### config.mk
export PLATFORM = sky130hd
export DESIGN_NAME = iahr_regmap
export DESIGN_NICKNAME = d
export VERILOG_FILES = /design/src/iahr_csr_chan.v /design/src/iahr_fmt.v /design/src/iahr_regmap.v
export VERILOG_INCLUDE_DIRS = /design/src /design/src/include
export SDC_FILE = /design/constraint.sdc
export NUM_CORES = 2
export LEC_CHECK = 0
export BUFFER_PORTS_ARGS = -buffer_cell sky130_fd_sc_hd__buf_2
export CELL_PAD_IN_SITES_DETAIL_PLACEMENT = 0
export CELL_PAD_IN_SITES_GLOBAL_PLACEMENT = 2
export CORE_ASPECT_RATIO = 0.7
export CORE_UTILIZATION = 44
export CTS_CLUSTER_DIAMETER = 200
export DETAILED_ROUTE_END_ITERATION = 16
export PLACE_DENSITY_LB_ADDON = 0.1
export SLEW_MARGIN = 15
export SYNTH_ARGS = -nofsm -noshare
export SYNTH_HDL_FRONTEND = slang
export SYNTH_SLANG_ARGS = --single-unit
### constraint.sdc
create_clock -name ref_clk_i -period 4.8 [get_ports ref_clk_i]
set_input_delay 0.72 -clock ref_clk_i [delete_from_list [all_inputs] [get_ports ref_clk_i]]
set_output_delay 0.72 -clock ref_clk_i [all_outputs]
set_load 0.02 [all_outputs]
### src/include/iahr_regs.vh
/*
 * register offsets, field positions and reset values of the host register map.
 * assumes byte addresses on a 16-bit word bus, the byte enables be_i select the byte lane.
 */
`ifndef IAHR_REGS_VH
`define IAHR_REGS_VH

`define IAHR_OFF_TGT_HI     8'h0A
`define IAHR_OFF_TGT_LO     8'h0C
`define IAHR_OFF_REV        8'h0E
`define IAHR_OFF_NVW_HI     8'h10
`define IAHR_OFF_NVW_LO     8'h12
`define IAHR_OFF_CSR_BASE   8'h20
`define IAHR_OFF_DATA_BASE  8'h40
`define IAHR_OFF_OFS_BASE   8'h80
`define IAHR_OFF_GAIN_BASE  8'hC0

`define IAHR_TGT_RST        16'h0000
`define IAHR_CSR_RST_NORM   16'h0807
`define IAHR_CSR_RST_LOW    16'h0A07
`define IAHR_CSR_WMASK      16'hEF07

`define IAHR_BIT_FMT        15
`define IAHR_BIT_EXC        14
`define IAHR_BIT_OPEN       13
`define IAHR_RNG_HI         11
`define IAHR_RNG_LO         8
`define IAHR_FC_HI          2
`define IAHR_FC_LO          0

`define IAHR_RNG_BIP_BIT    3
`define IAHR_RNG_RSVD       4'h7
`define IAHR_RNG_LOWONLY    4'h6
`define IAHR_MID_SCALE      16'h8000

`endif

### src/iahr_csr_chan.v
/*
 * one channel control/status word with open-sensor self-clear.
 * assumes the detection engine pulses done_i once per detection.
 */
`timescale 1ns/10ps
`include "iahr_regs.vh"

module iahr_csr_chan #(
    parameter LOW_LEVEL = 0
) (
    // clock and reset
    input  wire        ref_clk_i,
    input  wire        rst_i,
    // host write
    input  wire        wr_i,
    input  wire [1:0]  be_i,
    input  wire [15:0] wdata_i,
    // detection completion
    input  wire        done_i,
    // word
    output reg  [15:0] csr_o
);

    // ==========================================================
    // write with lane enables, reserved bits kept zero
    // ==========================================================
    reg  [15:0] merged;
    reg  [15:0] csr_nxt;

    always @* begin
        merged = csr_o;
        if (be_i[1]) begin
            merged[15:8] = wdata_i[15:8];
        end
        if (be_i[0]) begin
            merged[7:0] = wdata_i[7:0];
        end
        merged = merged & `IAHR_CSR_WMASK;
        if (merged[`IAHR_RNG_HI:`IAHR_RNG_LO] == `IAHR_RNG_RSVD) begin
            merged[`IAHR_RNG_HI:`IAHR_RNG_LO] = csr_o[`IAHR_RNG_HI:`IAHR_RNG_LO];
        end
        if (LOW_LEVEL == 0 && merged[`IAHR_RNG_HI:`IAHR_RNG_LO] == `IAHR_RNG_LOWONLY) begin
            merged[`IAHR_RNG_HI:`IAHR_RNG_LO] = csr_o[`IAHR_RNG_HI:`IAHR_RNG_LO];
        end
        csr_nxt = wr_i ? merged : csr_o;
        if (done_i && !(wr_i && be_i[1] && wdata_i[`IAHR_BIT_OPEN])) begin
            csr_nxt[`IAHR_BIT_OPEN] = 1'b0;
        end
    end

    always @(posedge ref_clk_i) begin
        if (rst_i) begin
            csr_o <= (LOW_LEVEL != 0) ? `IAHR_CSR_RST_LOW : `IAHR_CSR_RST_NORM;
        end else begin
            csr_o <= csr_nxt;
        end
    end

endmodule // iahr_csr_chan

### src/iahr_fmt.v
/*
 * formats one corrected sample as the channel word selects.
 * assumes the sample arrives as offset binary from the correction engine.
 */
`timescale 1ns/10ps
`include "iahr_regs.vh"

module iahr_fmt (
    // inputs
    input  wire [15:0] raw_i,
    input  wire [15:0] csr_i,
    // formatted word
    output wire [15:0] word_o
);

    // ==========================================================
    // format select
    // ==========================================================
    wire bipolar = csr_i[`IAHR_RNG_HI];
    wire twos    = csr_i[`IAHR_BIT_FMT];

    assign word_o = (bipolar && twos) ? (raw_i ^ `IAHR_MID_SCALE) : raw_i;

endmodule // iahr_fmt

### src/iahr_regmap.v
/*
 * host register map: calibration target, revision, write count, channel words,
 * corrected data area and coefficient copies.
 * assumes a synchronous 16-bit host port; reads answer one cycle after the strobe.
 */
// Operation
// - calibration target held as two writable words at 0x0A/0x0C, reset zero.
// - target value and readings feed coefficient derivation per channel.
// - read-only revision at 0x0E, major upper byte, minor lower byte.
// - read-only 32-bit nonvolatile write count at 0x10 and 0x12.
// - every channel has its own word; channel zero at 0x20, reset 0x0807, or 0x0A07 on low-level boards.
// - format bit picks offset binary or two's complement, bipolar only.
// - excitation bit drives the channel sensor supply enable.
// - open-sensor bit starts detection and clears itself on completion.
// - range field selects gain; code seven is reserved.
// - default range eight, or A on low-level boards; code six low-level only.
// - filter field selects cutoff, default code 111.
// - formatted results at 0x40 to 0x5F, one word per channel.
// - offset coefficient copies at 0x80 to 0xBC after calibration.
// - gain coefficient copies at 0xC0 to 0xFC after calibration.
// - pass/fail bit one means failed, zero means passed.
`timescale 1ns/10ps
`include "iahr_regs.vh"

module iahr_regmap #(
    parameter NCH       = 16,
    parameter LOW_LEVEL = 0,
    parameter [15:0] REV_WORD = 16'h0100  // arbitrary value
) (
    // clock and reset
    input  wire            ref_clk_i,
    input  wire            rst_i,
    // host port
    input  wire            rd_i,
    input  wire            wr_i,
    input  wire [7:0]      addr_i,
    input  wire [1:0]      be_i,
    input  wire [15:0]     wdata_i,
    output reg  [15:0]     rdata_o,
    output reg             rvalid_o,
    // nonvolatile write events
    input  wire            nv_write_i,
    // correction engine results
    input  wire            res_we_i,
    input  wire [3:0]      res_ch_i,
    input  wire [15:0]     res_raw_i,
    // coefficient copies from calibration
    input  wire            coef_we_i,
    input  wire            coef_gain_i,
    input  wire [3:0]      coef_ch_i,
    input  wire [31:0]     coef_i,
    // open-sensor detection
    input  wire [NCH-1:0]  open_done_i,
    input  wire [NCH-1:0]  open_fail_i,
    // channel controls
    output reg  [NCH-1:0]  excite_o,
    output reg  [NCH-1:0]  open_start_o,
    output reg  [NCH*4-1:0] range_o,
    output reg  [NCH*3-1:0] cutoff_o,
    output reg  [31:0]     cal_target_value_o,
    output reg  [NCH-1:0]  channel_pass_fail_o
);

    // ==========================================================
    // address helpers
    // ==========================================================
    function in_area;
        input [7:0] a;
        input [7:0] base;
        input [7:0] span;
        begin
            in_area = (a >= base) && ({1'b0, a} < ({1'b0, base} + {1'b0, span}));
        end
    endfunction

    localparam [7:0] CSR_SPAN  = 8'h20;
    localparam [7:0] DATA_SPAN = 8'h20;
    localparam [7:0] COEF_SPAN = 8'h40;

    wire [3:0] word_idx = addr_i[4:1];
    wire [3:0] coef_idx = addr_i[5:2];

    // ==========================================================
    // calibration target
    // ==========================================================
    reg [15:0] target_upper_bits_r;
    reg [15:0] target_lower_bits_r;

    function [15:0] lane_merge;
        input [15:0] old;
        input [15:0] nw;
        input [1:0]  be;
        begin
            lane_merge = {be[1] ? nw[15:8] : old[15:8], be[0] ? nw[7:0] : old[7:0]};
        end
    endfunction

    always @(posedge ref_clk_i) begin
        if (rst_i) begin
            target_upper_bits_r <= `IAHR_TGT_RST;
            target_lower_bits_r <= `IAHR_TGT_RST;
        end else if (wr_i) begin
            if (addr_i == `IAHR_OFF_TGT_HI) begin
                target_upper_bits_r <= lane_merge(target_upper_bits_r, wdata_i, be_i);
            end
            if (addr_i == `IAHR_OFF_TGT_LO) begin
                target_lower_bits_r <= lane_merge(target_lower_bits_r, wdata_i, be_i);
            end
        end
    end

    // ==========================================================
    // nonvolatile write counter
    // ==========================================================
    reg [31:0] nv_count_r;

    always @(posedge ref_clk_i) begin
        if (rst_i) begin
            nv_count_r <= 32'h00000000;
        end else if (nv_write_i) begin
            nv_count_r <= nv_count_r + 32'h00000001;
        end
    end

    // ==========================================================
    // channel words, data area, coefficient copies
    // ==========================================================
    wire [NCH*16-1:0] csr_flat;
    wire [15:0]       res_fmt;
    reg  [15:0]       data_mem [0:NCH-1];
    reg  [31:0]       ofs_mem  [0:NCH-1];
    reg  [31:0]       gain_mem [0:NCH-1];
    reg  [15:0]       res_csr;

    genvar g;
    generate
        for (g = 0; g < NCH; g = g + 1) begin : g_ch
            wire sel = wr_i && in_area(addr_i, `IAHR_OFF_CSR_BASE, CSR_SPAN) &&
                       (word_idx == g);
            iahr_csr_chan #(
                .LOW_LEVEL (LOW_LEVEL)
            ) u_csr (
                .ref_clk_i (ref_clk_i),
                .rst_i     (rst_i),
                .wr_i      (sel),
                .be_i      (be_i),
                .wdata_i   (wdata_i),
                .done_i    (open_done_i[g]),
                .csr_o     (csr_flat[g*16 +: 16])
            );
        end
    endgenerate

    integer k;
    integer j;
    integer n;
    always @* begin
        res_csr = 16'h0000;
        for (k = 0; k < NCH; k = k + 1) begin
            if (res_ch_i == k[3:0]) begin
                res_csr = csr_flat[k*16 +: 16];
            end
        end
    end

    iahr_fmt u_fmt (
        .raw_i  (res_raw_i),
        .csr_i  (res_csr),
        .word_o (res_fmt)
    );

    always @(posedge ref_clk_i) begin
        if (rst_i) begin
            for (j = 0; j < NCH; j = j + 1) begin
                data_mem[j] <= 16'h0000;
                ofs_mem[j]  <= 32'h00000000;
                gain_mem[j] <= 32'h00000000;
            end
        end else begin
            if (res_we_i) begin
                data_mem[res_ch_i] <= res_fmt;
            end
            if (coef_we_i && !coef_gain_i) begin
                ofs_mem[coef_ch_i] <= coef_i;
            end
            if (coef_we_i && coef_gain_i) begin
                gain_mem[coef_ch_i] <= coef_i;
            end
        end
    end

    // ==========================================================
    // pass/fail and channel control outputs
    // ==========================================================
    always @(posedge ref_clk_i) begin
        if (rst_i) begin
            channel_pass_fail_o <= {NCH{1'b0}};
            excite_o            <= {NCH{1'b0}};
            open_start_o        <= {NCH{1'b0}};
            range_o             <= {NCH*4{1'b0}};
            cutoff_o            <= {NCH*3{1'b0}};
            cal_target_value_o  <= 32'h00000000;
        end else begin
            for (n = 0; n < NCH; n = n + 1) begin
                if (open_done_i[n]) begin
                    channel_pass_fail_o[n] <= open_fail_i[n];
                end
                excite_o[n]       <= csr_flat[n*16 + `IAHR_BIT_EXC];
                open_start_o[n]   <= csr_flat[n*16 + `IAHR_BIT_OPEN];
                range_o[n*4 +: 4] <= csr_flat[n*16 + `IAHR_RNG_LO +: 4];
                cutoff_o[n*3 +: 3] <= csr_flat[n*16 + `IAHR_FC_LO +: 3];
            end
            cal_target_value_o <= {target_upper_bits_r, target_lower_bits_r};
        end
    end

    // ==========================================================
    // read path
    // ==========================================================
    reg [15:0] rd_nxt;

    always @* begin
        rd_nxt = 16'h0000;
        case (addr_i)
            `IAHR_OFF_TGT_HI: rd_nxt = target_upper_bits_r;
            `IAHR_OFF_TGT_LO: rd_nxt = target_lower_bits_r;
            `IAHR_OFF_REV:    rd_nxt = REV_WORD;
            `IAHR_OFF_NVW_HI: rd_nxt = nv_count_r[31:16];
            `IAHR_OFF_NVW_LO: rd_nxt = nv_count_r[15:0];
            default: begin
                if (in_area(addr_i, `IAHR_OFF_CSR_BASE, CSR_SPAN)) begin
                    rd_nxt = csr_flat[word_idx*16 +: 16];
                end else if (in_area(addr_i, `IAHR_OFF_DATA_BASE, DATA_SPAN)) begin
                    rd_nxt = data_mem[word_idx];
                end else if (in_area(addr_i, `IAHR_OFF_OFS_BASE, COEF_SPAN)) begin
                    rd_nxt = addr_i[1] ? ofs_mem[coef_idx][15:0] : ofs_mem[coef_idx][31:16];
                end else if (in_area(addr_i, `IAHR_OFF_GAIN_BASE, COEF_SPAN)) begin
                    rd_nxt = addr_i[1] ? gain_mem[coef_idx][15:0] : gain_mem[coef_idx][31:16];
                end
            end
        endcase
    end

    always @(posedge ref_clk_i) begin
        if (rst_i) begin
            rdata_o  <= 16'h0000;
            rvalid_o <= 1'b0;
        end else begin
            rvalid_o <= rd_i;
            rdata_o  <= rd_i ? rd_nxt : 16'h0000;
        end
    end

endmodule // iahr_regmap

==> flow_summary.ini <==
[global_routing]
grt_pass1_vias = 45757
antenna_found_initial = 27
grt_max_degree = 93
grt.total_usage_pct = 28.50
gr-total-overflow = 0
grt_pass1_wl_microns = 354700

[timing]
finalSetupTns_ns = 0
max_freq_mhz = 268.3
tightest_slew_ns = 1.318
min_period_over_period_pct = 77.66
final_max_slew_viol_count = 0
max-slew-margin-rel_pct = 11.98
setup_viol = 0
fin_skew_ns = 0.02562
final.min_clock_period_ns = 3.728
whs_ns = 0.1416
hold_viol_final = 0
rsz0062_at_grt = false

[power]
irDropWorstVdd_uv = 351.2
powerDensity_mw_per_mm2 = 382.1
total_leakage_power_nw = 31.59

[setup_path]
rr_worst_depth = 7
timing.rr.end = rdata_o[15]$_SDFF_PP0_
crit_fanout = 67
arrival_ns = 4.38
required_ns = 5.45
critPathLaunchType = input pin
crit_chain = buf_8 > buf_12 > mux2i_1 > o22ai_1 > nor3_1 > nor2_1 > o2111ai_1 > a211o_1 > a211oi_2
worstSetupPathType = in -> reg
crit_buf_inv = 2
cpLargestDelayFamily = compound AO/OA/AOI/OAI gates
r2r_setup_slack_ns = 1.85
cp-end-kind = flip-flop
critPathSlowestCell = nor3_1
cp_slowest_stage_delay_ns = 1.00
r2r_start = ofs_mem[5][15]$_SDFFCE_PN0P_

[yosys]
synth_cell_types = 82
avgSynthCellArea_sq_um = 13.21
synth_fa_ha_area_share_pct = 0.01642
synth-xor-area-share_pct = 0.2759
synth-edff-count = 1280
synth_top_family_by_area = simple AND/OR/NAND/NOR gates
netlist_area_sq_mm = 0.07619
yosysWarnings = 0
ys_seq_area_share_pct = 61.83
yosys.area_share.simple_pct = 17.21
synth_mux_area_share_pct = 12.94
synth_compound_area_share_pct = 4.491
syn_inst = 5768
syn_nets = 5891
synthArstFlopShare_pct = 0
ys.flop_type = edfxtp_1
ys_seq_elements = 1713

[min_path]
hold-path-endpoint = channel_pass_fail_o[15]$_SDFFE_PP0P_
hp-class = in -> reg
hp-start = open_fail_i[15]
holdPathStages = 3

[cts]
post_cts_resized = 0
cts_tree = built
clk_pin_slew_ns = 0.06
cts_root_buf = clkbuf_16
h-tree-depth = 4
cts_sinks = 1713
post-cts-setup-buffer-count = 0
clockBufferDepth = 3
numCtsBuffers = 170
clk_latency_ns = 0.82
cts_hold_buf = 0

[routing]
drc = 0
first_iter_violations = 5715
wl_per_cell_microns = 30.01
final_antenna_net_count = 0
firstDrtPassIters = 5
wl_microns = 251500
vias = 48077
avgViaCountPerCell = 5.736

[floorplanning]
core-area_sq_mm = 0.1716
die_h_microns = 350.2
die_area_sq_mm = 0.1749
dieWidth_microns = 499.4
initial_utilization_pct = 44.40
io_pins = 331
row_count = 127

[outcome]
status = finished, final reports clean

[flow_run]
maxCapViolCount = 0

[placement]
portBuffers = 330
dp_hpwl_microns = 160800
routabilityCongestion = 0.9019

[layout]
multi_input_area_sq_mm = 0.02702
final.fill_count = 14791
register_area_sq_mm = 0.04711
drive_above_1_share_pct = 19.40
fin_nets = 6105
syn2layout_area_growth_pct = 12.96
-- logic make-up after synthesis --
logic type,after synthesis
AOI/OAI and AO/OA,528
xor gates and xnor gates,24
adders and majority gates,1
buffers and inverters,521
DFF,1713
muxes,661
and+or+nand+nor,2320
-- worst min-delay path, stage by stage --
cell and delay (ns):
buf_2 0.07, mux2i_1 0.05, nor2_1 0.07
-- final cells by class --
class,instances,share of cell area [%]
Timing Repair Buffer,538,4.038
Clock inverter,78,0.9246
Inverter,25,0.1119
Sequential cell,1713,54.73
Multi-Input combinational cell,3534,31.39
Antenna cell,11,0.03198
Clock buffer,226,5.488
Tap cell,2257,3.281
-- cells in the final DEF (no fill, tap or decap), types with 20 or more instances in the layout --
cell type	synthesis	layout
dfxtp_1	433	433
o21ai_1	16	28
clkbuf_1	351	38
nor2_1	303	279
and2_1	1274	1274
nor2_2	2	25
xor2_1	21	21
nor4_1	26	23
nand2_1	220	220
clkbuf_16	0	177
nor3_1	62	54
mux2i_1	372	372
o21ai_0	117	81
a221oi_1	20	20
nand2b_1	21	21
edfxtp_1	1280	1280
nor2b_1	180	178
buf_2	60	325
buf_4	35	191
nand3b_1	21	21
mux4_2	254	254
o21ai_4	0	24
nand3_1	128	128
inv_1	23	24
a21oi_1	116	116
clkinv_2	0	21
o22ai_1	91	91
mux2_2	32	32
-- routing by layer --
layer / global-route usage (%) / up-vias / routed length (microns)
li1: - / 21223 / -
met4: 6.173 / 4 / 4575
met5: 0 / - / 24
met1: 44.81 / 24680 / 120000
met2: 39.76 / 1910 / 104500
met3: 6.232 / 260 / 22440
-- worst max-delay path by stage --
stage / from / endpoint / depth (start not counted)
finish: addr_i[2] / rdata_o[15]$_SDFF_PP0_ / 9
floorplan: rst_i / ofs_mem[15][0]$_SDFFCE_PN0P_ / 4
CTS: addr_i[2] / rdata_o[15]$_SDFF_PP0_ / 9
global placement: addr_i[2] / rdata_o[15]$_SDFF_PP0_ / 9
global route: addr_i[2] / rdata_o[15]$_SDFF_PP0_ / 9
detailed placement: addr_i[2] / rdata_o[15]$_SDFF_PP0_ / 9
-- per-stage QoR --
step | power [mW] | instance area, sq um | setup slack, ns | cells | util (%)
3_3_place_gp | 19.65 | 80500 | 0.05039 | 8067 | 46.91
4_1_cts | 33.07 | 86030 | 1.260 | 8371 | 50.13
2_1_floorplan | 18.46 | 76190 | 0.5123 | 5768 | -
6_report | 32.89 | 86070 | 1.072 | 8382 | 50.15
3_5_place_dp | 19.67 | 80510 | 0.4081 | 8067 | 46.91
5_1_grt | 33.80 | 86050 | 1.110 | 8374 | 50.14
-- registers in the layout (all words and copies together), names as in the netlist, 32 cells and up --
register,cells
cutoff_o,48
data_mem,256
nv_count_r,32
gain_mem,512
cal_target_value_o,32
ofs_mem,512
g_ch.u_csr.csr_o,160
range_o,64
-- Yosys cell counts, types with 17 or more instances --
cell type / number / share of area (%)
a211oi_1: 17 / 0.17
a21oi_1: 116 / 0.76
a221o_1: 19 / 0.25
a221oi_1: 20 / 0.23
and2_1: 1274 / 10
buf_2: 60 / 0.39
buf_4: 35 / 0.34
buf_6: 39 / 0.58
clkbuf_1: 351 / 1.7
dfxtp_1: 433 / 11
edfxtp_1: 1280 / 50
inv_1: 23 / 0.11
mux2_2: 32 / 0.47
mux2i_1: 372 / 4.9
mux4_2: 254 / 7.5
nand2_1: 220 / 1.1
nand2b_1: 21 / 0.17
nand3_1: 128 / 0.84
nand3b_1: 21 / 0.21
nor2_1: 303 / 1.5
nor2b_1: 180 / 1.5
nor3_1: 62 / 0.41
nor4_1: 26 / 0.21
o21ai_0: 117 / 0.77
o22ai_1: 91 / 0.75
xor2_1: 21 / 0.24
-- where the power goes --
part           internal, mW  switching, mW  total [mW]  leakage (nW)
clock network          7.54           5.97        13.5          2.68
logic                 0.845           1.80        2.64          13.2
registers              16.5          0.196        16.7          15.7
No activity file was read; power rests on OpenSTA's default activity.
